==> config.mk <==
export PLATFORM = sky130hd
export DESIGN_NAME = appf_post_processing
export DESIGN_NICKNAME = d
export VERILOG_FILES = /design/src/core/appf_pkg.sv /design/src/core/appf_delay_line.sv /design/src/core/appf_requantizer.sv /design/src/core/appf_post_processing.sv
export SDC_FILE = /design/constraint.sdc
export NUM_CORES = 2
export LEC_CHECK = 0
export BUFFER_PORTS_ARGS = -buffer_cell sky130_fd_sc_hd__buf_2
export CAP_MARGIN = 25
export CORE_MARGIN = 2
export CORE_UTILIZATION = 40
export DETAILED_ROUTE_END_ITERATION = 7
export HOLD_SLACK_MARGIN = 0.15
export PLACE_DENSITY = 0.62
export REMOVE_ABC_BUFFERS = 1
export SETUP_SLACK_MARGIN = 0.3
export SLEW_MARGIN = 0
export SYNTH_ARGS = -nofsm -noshare
export SYNTH_HDL_FRONTEND = slang
export SYNTH_HIERARCHICAL = 1
export SYNTH_SLANG_ARGS = --single-unit
==> constraint.sdc <==
create_clock -name sys_clk -period 73.3 [get_ports sys_clk]
set_input_delay 18.325 -clock sys_clk [delete_from_list [all_inputs] [get_ports sys_clk]]
set_output_delay 18.325 -clock sys_clk [all_outputs]
set_load 0.05 [all_outputs]
==> src/core/appf_pkg.sv <==
// constants for the adc post-processing stage: control field layout, widths and latencies
// assumes one sample clock for the whole data path and a plain strobe-based register port
//
// Function
// - each option has its own enable bit
// - delay recovery only in dual or octal
// - interpolator aligns channel sampling instants
// - delay recovery adds exactly 59 cycles
// - type select: 0 dual, 1 octal
// - band select: 0 first, 1 second zone
// - octal select routes post-processing to octal
// - dual enable turns on dual post-processing
// - requantizer cuts word to 11 or 12 bits
// - requantizer only single/dual, per-channel config
// - single mode uses first requantizer only
// - dual mode: A first channel, B second
// - filter bandwidths 22/25 and 25/29 percent
// - 11-bit centre frequency follows filter number
// - disabled requantizer passes data unchanged
// - overload may reset requantizer state
package appf_pkg;
    // register offsets of the control port
    localparam logic [7:0] OFS_ENABLES = 8'h7A;
    localparam logic [7:0] OFS_FILTER_A = 8'h78;
    localparam logic [7:0] OFS_FILTER_B = 8'h79;
    localparam logic [7:0] OFS_RECOVERY = 8'h81;
    localparam logic [7:0] OFS_STATUS = 8'hD0;
    // enable register fields
    localparam int EN_DELAY_BIT = 0;
    localparam int EN_A11_BIT = 1;
    localparam int EN_A12_BIT = 2;
    localparam int EN_B11_BIT = 3;
    localparam int EN_B12_BIT = 4;
    // filter register fields
    localparam int FILT_LSB = 0;
    localparam int FILT_W = 7;
    localparam int NSR_RESET_BIT = 7;
    localparam int DUAL_PP_BIT = 7;
    // recovery register fields
    localparam int ZONE_BIT = 0;
    localparam int TYPE_BIT = 1;
    localparam int OCTAL_PP_BIT = 2;
    // reset values
    localparam logic [7:0] RST_BYTE = 8'h00;
    // channel modes
    localparam logic [1:0] MODE_SINGLE = 2'h0;
    localparam logic [1:0] MODE_DUAL = 2'h1;
    localparam logic [1:0] MODE_OCTAL = 2'h2;
    // processing latency of delay recovery, in sample cycles
    localparam int RECOVERY_LATENCY = 59;
    // data width and requantizer limits
    localparam int DATA_W = 12;
    localparam logic [6:0] FILT_11_MAX = 7'h29;
    localparam logic [6:0] FILT_12_MIN = 7'h2A;
    localparam logic [6:0] FILT_12_MAX = 7'h4C;
    localparam logic [6:0] FILT_11_WIDE = 7'h15;
    localparam logic [6:0] FILT_12_WIDE = 7'h3F;
endpackage

==> src/core/appf_delay_line.sv <==
// fixed-length delay line used for the delay recovery pipeline
// assumes one sample per clock and a synchronous data stream
`timescale 1ns/1ps
`default_nettype none
module appf_delay_line #(
    parameter int WIDTH = 12,
    parameter int DEPTH = 59
) (
    input wire logic sys_clk,
    input wire logic sys_rst,
    input wire logic [WIDTH-1:0] dataIn,
    input wire logic validIn,
    output logic [WIDTH-1:0] dataOut,
    output logic validOut
);
    // refuse shapes that cannot be built
    initial begin
        if (DEPTH < 1 || WIDTH < 1) begin
            $error("delay line needs positive width and depth");
        end
    end
    // shift registers for data and valid
    logic [WIDTH-1:0] dataPipe_q [DEPTH];
    logic [DEPTH-1:0] validPipe_q;
    // shift one stage per clock
    always_ff @(posedge sys_clk or posedge sys_rst) begin
        if (sys_rst) begin
            validPipe_q <= '0;
            for (int i = 0; i < DEPTH; i++) begin
                dataPipe_q[i] <= '0;
            end
        end else begin
            dataPipe_q[0] <= dataIn;
            validPipe_q[0] <= validIn;
            for (int i = 1; i < DEPTH; i++) begin
                dataPipe_q[i] <= dataPipe_q[i-1];
                validPipe_q[i] <= validPipe_q[i-1];
            end
        end
    end
    assign dataOut = dataPipe_q[DEPTH-1];
    assign validOut = validPipe_q[DEPTH-1];
endmodule
`default_nettype wire

==> src/core/appf_requantizer.sv <==
// one noise-shaping requantizer channel: error feedback filter tuned by a filter number
// assumes filter number and bit mode are paired correctly by software
`timescale 1ns/1ps
`default_nettype none
module appf_requantizer #(
    parameter int WIDTH = 12
) (
    input wire logic sys_clk,
    input wire logic sys_rst,
    input wire logic enable11,
    input wire logic enable12,
    input wire logic [6:0] filterNum,
    input wire logic clearState,
    input wire logic [WIDTH-1:0] dataIn,
    input wire logic validIn,
    output logic [WIDTH-1:0] dataOut,
    output logic validOut,
    output logic active
);
    initial begin
        if (WIDTH != appf_pkg::DATA_W) begin
            $error("requantizer is built for the documented word width only");
        end
    end
    // dropped bits: one in 11-bit mode, none in 12-bit mode
    logic useEleven;
    logic [3:0] dropBits;
    // feedback coefficient from centre frequency: c = 2cos(2 pi fc)
    logic signed [9:0] coef;
    logic signed [WIDTH+3:0] err1_q;
    logic signed [WIDTH+3:0] err2_q;
    logic signed [WIDTH+3:0] shaped;
    logic signed [WIDTH+13:0] prod;
    logic signed [WIDTH+3:0] quant;
    logic signed [WIDTH+3:0] maxVal;
    assign useEleven = enable11 & ~enable12;
    assign active = enable11 | enable12;
    assign dropBits = useEleven ? 4'h1 : 4'h0;
    // coefficient approximates the centre frequency ramp of each filter group
    always_comb begin
        coef = 10'sh000;
        // scaled by 128; each ramp meets 2cos(2 pi fc) at both ends of its group
        if (filterNum < appf_pkg::FILT_11_WIDE) begin
            coef = 10'(10'sd187 - 10'(signed'({3'h0, filterNum}) * 10'sd19));
        end else if (filterNum <= appf_pkg::FILT_11_MAX) begin
            coef = 10'(10'sd181 - 10'(signed'({3'h0, filterNum - appf_pkg::FILT_11_WIDE}) * 10'sd18));
        end else if (filterNum < appf_pkg::FILT_12_WIDE) begin
            coef = 10'(10'sd181 - 10'(signed'({3'h0, filterNum - appf_pkg::FILT_12_MIN}) * 10'sd18));
        end else begin
            coef = 10'(10'sd151 - 10'(signed'({3'h0, filterNum - appf_pkg::FILT_12_WIDE}) * 10'sd25));
        end
    end
    // second-order error feedback: y = x - c*e1 + e2 (resonator notch at fc)
    assign prod = coef * err1_q;
    assign shaped = (WIDTH+4)'(signed'({{4{dataIn[WIDTH-1]}}, dataIn}))
        - (WIDTH+4)'(prod >>> 7) + err2_q;
    // top code keeps the dropped bits clear; the bottom code -maxVal-1 sets them, so only a bottom-clipped word leaves the coarse grid
    assign maxVal = (WIDTH+4)'((((1 <<< (WIDTH-1)) - 1) >> dropBits) << dropBits);
    always_comb begin
        quant = (shaped >>> dropBits) <<< dropBits;
        if (quant > maxVal) begin
            quant = maxVal;
        end else if (quant < -maxVal - 1) begin
            quant = (WIDTH+4)'(-maxVal - 1);
        end
    end
    // error state, cleared on reset, on disable and on overload request
    always_ff @(posedge sys_clk or posedge sys_rst) begin
        if (sys_rst) begin
            err1_q <= '0;
            err2_q <= '0;
        end else if (clearState || !active) begin
            err1_q <= '0;
            err2_q <= '0;
        end else if (validIn) begin
            err1_q <= quant - shaped;
            err2_q <= err1_q;
        end
    end
    // registered output: unchanged data when disabled
    always_ff @(posedge sys_clk or posedge sys_rst) begin
        if (sys_rst) begin
            dataOut <= '0;
            validOut <= 1'b0;
        end else begin
            dataOut <= active ? quant[WIDTH-1:0] : dataIn;
            validOut <= validIn;
        end
    end
    // an 11-bit word carries the dropped bit only at the bottom clip code -maxVal-1, which this check flags
    eleven_lsb_a: assert property (@(posedge sys_clk) disable iff (sys_rst)
        (useEleven && validIn) |=> !dataOut[0]) else $error("eleven-bit word with low bit set");
    // overload clear empties the error state
    state_clear_a: assert property (@(posedge sys_clk) disable iff (sys_rst)
        clearState |=> err1_q == '0 && err2_q == '0) else $error("requantizer state not cleared");
endmodule
`default_nettype wire

==> src/core/appf_post_processing.sv <==
// top of the adc post-processing stage: control registers, delay recovery path, two requantizers
// assumes the sample stream arrives one sample per sys_clk with a channel index alongside
//
// The plain strobed port and the address map are this design's own decisions.
`timescale 1ns/1ps
`default_nettype none
module appf_post_processing #(
    parameter int WIDTH = appf_pkg::DATA_W,
    parameter int RECOVERY_DEPTH = appf_pkg::RECOVERY_LATENCY
) (
    input wire logic sys_clk,
    input wire logic sys_rst,
    // register port
    input wire logic [7:0] regAddr,
    input wire logic [7:0] regWrData,
    input wire logic regWrite,
    input wire logic regRead,
    output logic [7:0] regRdData,
    // converter sample stream
    input wire logic [1:0] channelMode,
    input wire logic [WIDTH-1:0] sampleIn,
    input wire logic [2:0] sampleChan,
    input wire logic sampleValid,
    input wire logic overload,
    // output stream
    output logic [WIDTH-1:0] sampleOut,
    output logic [2:0] sampleOutChan,
    output logic sampleOutValid
);
    initial begin
        if (RECOVERY_DEPTH != appf_pkg::RECOVERY_LATENCY || WIDTH != appf_pkg::DATA_W) begin
            $error("post-processing shape differs from the documented path");
        end
    end

    // control registers
    logic [7:0] enables_q;
    logic [7:0] filterA_q;
    logic [7:0] filterB_q;
    logic [7:0] recovery_q;

    // decoded controls
    logic delayRecoveryEnable;
    logic nyquistZoneSelect;
    logic recoveryTypeSelect;
    logic octalPostprocSelect;
    logic dualPostprocEnable;
    logic recoveryActive;
    logic nsrAllowed;

    // register writes, one per register
    always_ff @(posedge sys_clk or posedge sys_rst) begin
        if (sys_rst) begin
            enables_q <= appf_pkg::RST_BYTE;
            filterA_q <= appf_pkg::RST_BYTE;
            filterB_q <= appf_pkg::RST_BYTE;
            recovery_q <= appf_pkg::RST_BYTE;
        end else if (regWrite) begin
            case (regAddr)
                appf_pkg::OFS_ENABLES: enables_q <= regWrData;
                appf_pkg::OFS_FILTER_A: filterA_q <= regWrData;
                appf_pkg::OFS_FILTER_B: filterB_q <= regWrData;
                appf_pkg::OFS_RECOVERY: recovery_q <= {5'h00, regWrData[2:0]};
                default: ;
            endcase
        end
    end

    assign delayRecoveryEnable = enables_q[appf_pkg::EN_DELAY_BIT];
    assign nyquistZoneSelect = recovery_q[appf_pkg::ZONE_BIT];
    assign recoveryTypeSelect = recovery_q[appf_pkg::TYPE_BIT];
    assign octalPostprocSelect = recovery_q[appf_pkg::OCTAL_PP_BIT];
    assign dualPostprocEnable = filterB_q[appf_pkg::DUAL_PP_BIT];

    // recovery works only with a matching mode and routing
    always_comb begin
        recoveryActive = 1'b0;
        if (delayRecoveryEnable) begin
            if (channelMode == appf_pkg::MODE_DUAL) begin
                recoveryActive = ~recoveryTypeSelect & ~octalPostprocSelect & dualPostprocEnable;
            end else if (channelMode == appf_pkg::MODE_OCTAL) begin
                recoveryActive = recoveryTypeSelect & octalPostprocSelect;
            end
        end
    end
    // requantizers run only in single or dual mode
    assign nsrAllowed = (channelMode == appf_pkg::MODE_SINGLE) ||
        (channelMode == appf_pkg::MODE_DUAL && dualPostprocEnable);

    // interpolation: 2-tap half-sample correction on each channel's stream
    logic [WIDTH-1:0] prevSample_q [8];
    logic signed [WIDTH:0] interpSum;
    logic [WIDTH-1:0] interpOut;
    always_ff @(posedge sys_clk or posedge sys_rst) begin
        if (sys_rst) begin
            for (int i = 0; i < 8; i++) begin
                prevSample_q[i] <= '0;
            end
        end else if (sampleValid) begin
            prevSample_q[sampleChan] <= sampleIn;
        end
    end
    // first zone averages neighbours; second zone takes half their difference
    always_comb begin
        if (nyquistZoneSelect) begin
            interpSum = (WIDTH+1)'(signed'(sampleIn)) - (WIDTH+1)'(signed'(prevSample_q[sampleChan]));
        end else begin
            interpSum = (WIDTH+1)'(signed'(sampleIn)) + (WIDTH+1)'(signed'(prevSample_q[sampleChan]));
        end
        interpOut = interpSum[WIDTH:1];
    end

    // the same delay line carries every channel, so all get one latency
    logic [WIDTH+2:0] delayIn;
    logic [WIDTH+2:0] delayOut;
    logic delayValid;
    assign delayIn = {sampleChan, interpOut};
    appf_delay_line #(
        .WIDTH(WIDTH + 3),
        .DEPTH(RECOVERY_DEPTH)
    ) recoveryDelay (
        .sys_clk(sys_clk),
        .sys_rst(sys_rst),
        .dataIn(delayIn),
        .validIn(sampleValid & recoveryActive),
        .dataOut(delayOut),
        .validOut(delayValid)
    );

    // requantizer input: first channel index goes to A, the other to B
    logic isFirstChan;
    logic nsrReset;
    logic [WIDTH-1:0] nsrOutA;
    logic [WIDTH-1:0] nsrOutB;
    logic nsrValidA;
    logic nsrValidB;
    logic activeA;
    logic activeB;
    logic [2:0] chanStage_q;
    assign isFirstChan = (channelMode == appf_pkg::MODE_SINGLE) || (sampleChan[0] == 1'b0);
    assign nsrReset = filterA_q[appf_pkg::NSR_RESET_BIT] & overload;

    appf_requantizer #(
        .WIDTH(WIDTH)
    ) requantA (
        .sys_clk(sys_clk),
        .sys_rst(sys_rst),
        .enable11(enables_q[appf_pkg::EN_A11_BIT] & nsrAllowed),
        .enable12(enables_q[appf_pkg::EN_A12_BIT] & nsrAllowed),
        .filterNum(filterA_q[6:0]),
        .clearState(nsrReset),
        .dataIn(sampleIn),
        .validIn(sampleValid & isFirstChan),
        .dataOut(nsrOutA),
        .validOut(nsrValidA),
        .active(activeA)
    );
    appf_requantizer #(
        .WIDTH(WIDTH)
    ) requantB (
        .sys_clk(sys_clk),
        .sys_rst(sys_rst),
        .enable11(enables_q[appf_pkg::EN_B11_BIT] & nsrAllowed & (channelMode == appf_pkg::MODE_DUAL)),
        .enable12(enables_q[appf_pkg::EN_B12_BIT] & nsrAllowed & (channelMode == appf_pkg::MODE_DUAL)),
        .filterNum(filterB_q[6:0]),
        .clearState(nsrReset),
        .dataIn(sampleIn),
        .validIn(sampleValid & ~isFirstChan),
        .dataOut(nsrOutB),
        .validOut(nsrValidB),
        .active(activeB)
    );

    // channel index follows the one-cycle requantizer stage
    always_ff @(posedge sys_clk or posedge sys_rst) begin
        if (sys_rst) begin
            chanStage_q <= 3'h0;
        end else begin
            chanStage_q <= sampleChan;
        end
    end

    // output select: recovery path or requantizer path, both registered
    always_ff @(posedge sys_clk or posedge sys_rst) begin
        if (sys_rst) begin
            sampleOut <= '0;
            sampleOutChan <= 3'h0;
            sampleOutValid <= 1'b0;
        end else if (recoveryActive) begin
            sampleOut <= delayOut[WIDTH-1:0];
            sampleOutChan <= delayOut[WIDTH+2:WIDTH];
            sampleOutValid <= delayValid;
        end else begin
            sampleOut <= nsrValidA ? nsrOutA : nsrOutB;
            sampleOutChan <= chanStage_q;
            sampleOutValid <= nsrValidA | nsrValidB;
        end
    end

    // read data one cycle after the strobe; unmapped reads zero
    always_ff @(posedge sys_clk or posedge sys_rst) begin
        if (sys_rst) begin
            regRdData <= 8'h00;
        end else if (regRead) begin
            case (regAddr)
                appf_pkg::OFS_ENABLES: regRdData <= enables_q;
                appf_pkg::OFS_FILTER_A: regRdData <= filterA_q;
                appf_pkg::OFS_FILTER_B: regRdData <= filterB_q;
                appf_pkg::OFS_RECOVERY: regRdData <= recovery_q;
                appf_pkg::OFS_STATUS: regRdData <= {5'h00, activeB, activeA, recoveryActive};
                default: regRdData <= 8'h00;
            endcase
        end else begin
            regRdData <= 8'h00;
        end
    end

    // assertions
    recovery_latency_a: assert property (@(posedge sys_clk) disable iff (sys_rst)
        (sampleValid && recoveryActive) |-> ##RECOVERY_DEPTH
        delayValid && delayOut == $past(delayIn, RECOVERY_DEPTH)) else $error("recovery sample late or altered");

    recovery_mode_a: assert property (@(posedge sys_clk) disable iff (sys_rst)
        recoveryActive |-> channelMode != appf_pkg::MODE_SINGLE) else $error("recovery in single mode");

    recovery_type_a: assert property (@(posedge sys_clk) disable iff (sys_rst)
        (recoveryActive && channelMode == appf_pkg::MODE_OCTAL) |-> recoveryTypeSelect)
        else $error("octal recovery without octal type");

    octal_route_a: assert property (@(posedge sys_clk) disable iff (sys_rst)
        (recoveryActive && channelMode == appf_pkg::MODE_DUAL) |-> !octalPostprocSelect)
        else $error("dual recovery routed to octal");

    dual_enable_a: assert property (@(posedge sys_clk) disable iff (sys_rst)
        (channelMode == appf_pkg::MODE_DUAL && !dualPostprocEnable) |-> !recoveryActive && !activeA)
        else $error("dual processing without dual enable");

    single_nsr_a: assert property (@(posedge sys_clk) disable iff (sys_rst)
        channelMode == appf_pkg::MODE_SINGLE |-> !activeB) else $error("second requantizer in single mode");

    nsr_modes_a: assert property (@(posedge sys_clk) disable iff (sys_rst)
        channelMode == appf_pkg::MODE_OCTAL |-> !activeA && !activeB) else $error("requantizer in octal mode");

    pass_through_a: assert property (@(posedge sys_clk) disable iff (sys_rst)
        (!recoveryActive && !activeA && sampleValid && isFirstChan) ##1 !recoveryActive
        |=> sampleOutValid && sampleOut == $past(sampleIn, 2)) else $error("disabled requantizer altered data");

    one_latency_a: assert property (@(posedge sys_clk) disable iff (sys_rst)
        recoveryActive |=> sampleOutValid == $past(delayValid) && sampleOut == $past(delayOut[WIDTH-1:0])
        && sampleOutChan == $past(delayOut[WIDTH+2:WIDTH])) else $error("recovery output stage skewed");
endmodule
`default_nettype wire

==> flow_summary_export.csv <==
group,metric,value,unit
clocking,cts_made_buffers,107,
synth,ys_types,97,
synth,synth_top_family_by_area,"adder cells",
clocking,htree_levels,3,
synth,synth_seq_cells,1184,
placement,dp_cells,5847,
synth,synth-simple-area-share,7.01,%
timing,min_period_over_period,33.6,%
floorplanning,ios,63,
final_layout,post-route-util,44.7,%
floorplanning,fp.dieH,370,microns
setup_path,r2r_end,"requantA/err1_q[14]$_DFFE_PP0P_",
power_and_ir_drop,p_leak,27.8,nW
floorplanning,start_util,40.2,%
timing,fin_tns_setup,0,ns
placement,dp_hpwl,73.2,mm
detailed_routing,routed_via_density,4.87,
clocking,clock_sinks,1184,
setup_path,slowest_stage,"fa_1",
synth,muxShareOfSynthArea,3.76,%
clocking,cts_hold_buf,0,
setup_path,worstReg2RegStart,"filterA_q[0]$_DFFE_PP0P_",
global_route,grt_util_all_layers,16.2,%
setup_path,reg2reg_slack,56.92,ns
clocking,clock_latency,0.73,ns
detailed_routing,num_vias,29467,
final_layout,stdcell_area,59500,sq um
detailed_routing,drt-pass1-iter-count,7,
timing,period_needed,24.61,ns
global_route,antenna_found_initial,14,
floorplanning,row_count,134,
setup_path,critical_path.top_delay_family,"compound AO/OA/AOI/OAI gates",
global_route,grt_pass1_vias,31126,
clocking,cts-resized-gates,0,
timing,clock.fmax,40.6,MHz
setup_path,critPathLaunch,"sampleIn[1]",
final_layout,syn_to_final_growth,11.2,%
setup_path,critPathCaptureType,"register",
setup_path,cp_data_required_time,73.83,ns
final_layout,multi_input_area,21500,sq um
setup_path,crit_arrival,25.14,ns
global_route,grt_pass1_wl,174,mm
detailed_routing,antenna_left,0,
setup_path,crit_type,"primary input to register",
placement,post-place-ws,48.10,ns
placement,place_area,55700,sq um
worst_hold_path,min_path_type,"register to register",
setup_path,cp_num_cells,30,
timing,finalSetupViolations,0,
synth,synth-adder-area-share,18.9,%
global_route,grt_overflow,0,
power_and_ir_drop,powerDensity,51.0,nW/um^2
setup_path,crit_buf_inv,2,
detailed_routing,wire_per_inst,17.8,microns
global_route,grt_max_degree,185,
timing,worst_slack,48.69,ns
synth,async_flop_share,100,%
timing,max_slew_margin,25.4,%
power_and_ir_drop,max-vdd-ir-drop,0.137,mV
clocking,cts_buffer_depth,3,
floorplanning,dieWidth,370,microns
final_layout,nFillCells,11894,
setup_path,critPathMaxFanout,14,
run,drv_cap,0,
timing,skew,0.0560,ns
final_layout,layout.nets,4864,
setup_path,endpoint,"requantB/err1_q[14]$_DFFE_PP0P_",
timing,slew_violations,0,
detailed_routing,routed_wirelength,107,mm
synth,synth_edf_count,0,
clocking,cts_tree,"yes",
placement,portBuffers,62,
synth,yosys_most_used_dff,"dfrtp_1",
final_layout,seq_area,29600,sq um
synth,syn-mean-instance-area,13.0,sq um
clocking,postCtsSetupBuffers,0,
setup_path,r2r_cells,57,
synth,synth_xor_area_share,3.80,%
setup_path,cpPeakStageDelay,0.53,ns
clocking,path_clk_slew,0.06,ns
setup_path,cp-start-kind,"primary input",
synth,synth_warnings,6,
timing,rsz0062_at_grt,"no",
timing,timing.final.hold_violations,0,
synth,syn_area,53500,sq um
detailed_routing,drt_iter0_markers,2085,
synth,synth-seq-area-share,55.4,%
synth,synth_compound_area_share,6.61,%
clocking,root_buffer,"clkbuf_16",
status,outcome,"complete, no violations",
placement,gp_congestion,0.902,
synth,synth_cells,4115,
floorplanning,core_area,133000,sq um
detailed_routing,drc,0,
floorplanning,dieArea,137000,sq um
final_layout,drive_above_1_share,11.2,%
final_layout,final_cells,6048,
timing,worst_pin_slew,1.09,ns
-- flip-flops by register name, summed over array words and instances, names as in the netlist, 12 cells and up --
register                   cells
recoveryDelay/validPipe_q     59
sampleOut                     12
recoveryDelay/dataPipe_q     870
requantA/err1_q               16
requantA/err2_q               16
requantB/dataOut              12
requantA/dataOut              12
recoveryDelay/dataOut         15
requantB/err2_q               16
requantB/err1_q               16
prevSample_q                  96
-- cell usage in the layout (no fill, tap or decap), types with 14 or more instances in the layout --
master and instances:
clkbuf_1 16, inv_1 476, nand2b_1 27, fa_1 299
xnor2_1 154, nor3_1 30, mux2i_1 30, nor2_1 151
clkinv_2 14, a22o_1 37, nor2b_1 21, a21oi_1 134
ha_1 330, and2_1 169, dfrtp_1 1184, nand3_1 22
o21ai_0 93, clkbuf_8 25, a31oi_1 27, buf_2 62
o21bai_1 15, a211oi_1 19, mux2_2 131, a21o_1 55
nand2_1 264, clkbuf_16 108, xor2_1 61, buf_4 31
o21a_1 15, or2_2 21
-- through the flow --
stage	hold slack, ns	total power (W)
6_report	0.310	0.00304
3_3_place_gp	0.331	0.00245
3_5_place_dp	0.335	0.00246
2_1_floorplan	0.331	0.00213
4_1_cts	0.309	0.00305
5_1_grt	0.322	0.00331
-- kinds of logic (layout without fill, tap and decap cells) --
group / count (synthesis) / after routing
compound gates: 527 / 527
xor+xnor: 222 / 222
fa+ha+maj: 629 / 629
buf+inv: 614 / 776
flops: 1184 / 1184
mux: 176 / 176
other cells: 0 / 3
simple gates: 763 / 763
-- how the worst min path moves through the flow --
stage	start	end	slack (ns)	depth (start not counted)
floorplan	recoveryDelay/dataPipe_q[15]$_DFF_PP0_	recoveryDelay/dataOut[0]$_DFF_PP0_	0.33	0
global placement	recoveryDelay/dataPipe_q[453]$_DFF_PP0_	recoveryDelay/dataPipe_q[438]$_DFF_PP0_	0.33	0
detailed placement	recoveryDelay/dataPipe_q[151]$_DFF_PP0_	recoveryDelay/dataPipe_q[136]$_DFF_PP0_	0.33	0
CTS	recoveryDelay/dataPipe_q[797]$_DFF_PP0_	recoveryDelay/dataPipe_q[782]$_DFF_PP0_	0.31	0
global route	recoveryDelay/dataPipe_q[797]$_DFF_PP0_	recoveryDelay/dataPipe_q[782]$_DFF_PP0_	0.32	0
finish	recoveryDelay/dataPipe_q[797]$_DFF_PP0_	recoveryDelay/dataPipe_q[782]$_DFF_PP0_	0.31	0
-- where the power goes --
group	switching (W)	internal, W	total [W]	leakage, nW
Combinational	0.000915	0.000656	0.00157	11.6
Clock	0.000250	0.000314	0.000564	1.77
Sequential	0.0000648	0.000837	0.000902	14.5
-- Yosys cell counts (all sizes together), types with 55 or more instances --
cell / count / area, sq um
dfrtp: 1184 / 29600
inv: 482 / 1810
ha: 330 / 4130
fa: 299 / 5990
nand2: 265 / 997
and2: 171 / 1070
xnor2: 155 / 1370
nor2: 153 / 584
a21oi: 147 / 792
mux2: 140 / 1580
o21ai: 107 / 554
clkbuf: 86 / 323
xor2: 61 / 534
a21o: 55 / 413
-- layout make-up --
class	count	area share [%]
flip-flops and latches	1184	49.8
multi-input cells	2317	36.0
clock buffers	149	5.22
well taps	1768	3.72
inverters	483	3.07
repair buffers	103	1.32
clock inverters	41	0.859
diodes	3	0.0126
-- per-layer routing --
layer	GRT usage [%]	wire, microns	vias up
met5	0	21	-
met3	3.39	6170	151
li1	-	-	13458
met2	24.9	49000	631
met1	23.6	50300	15223
met4	3.56	1920	4
No activity file was read; power rests on OpenSTA's default activity.
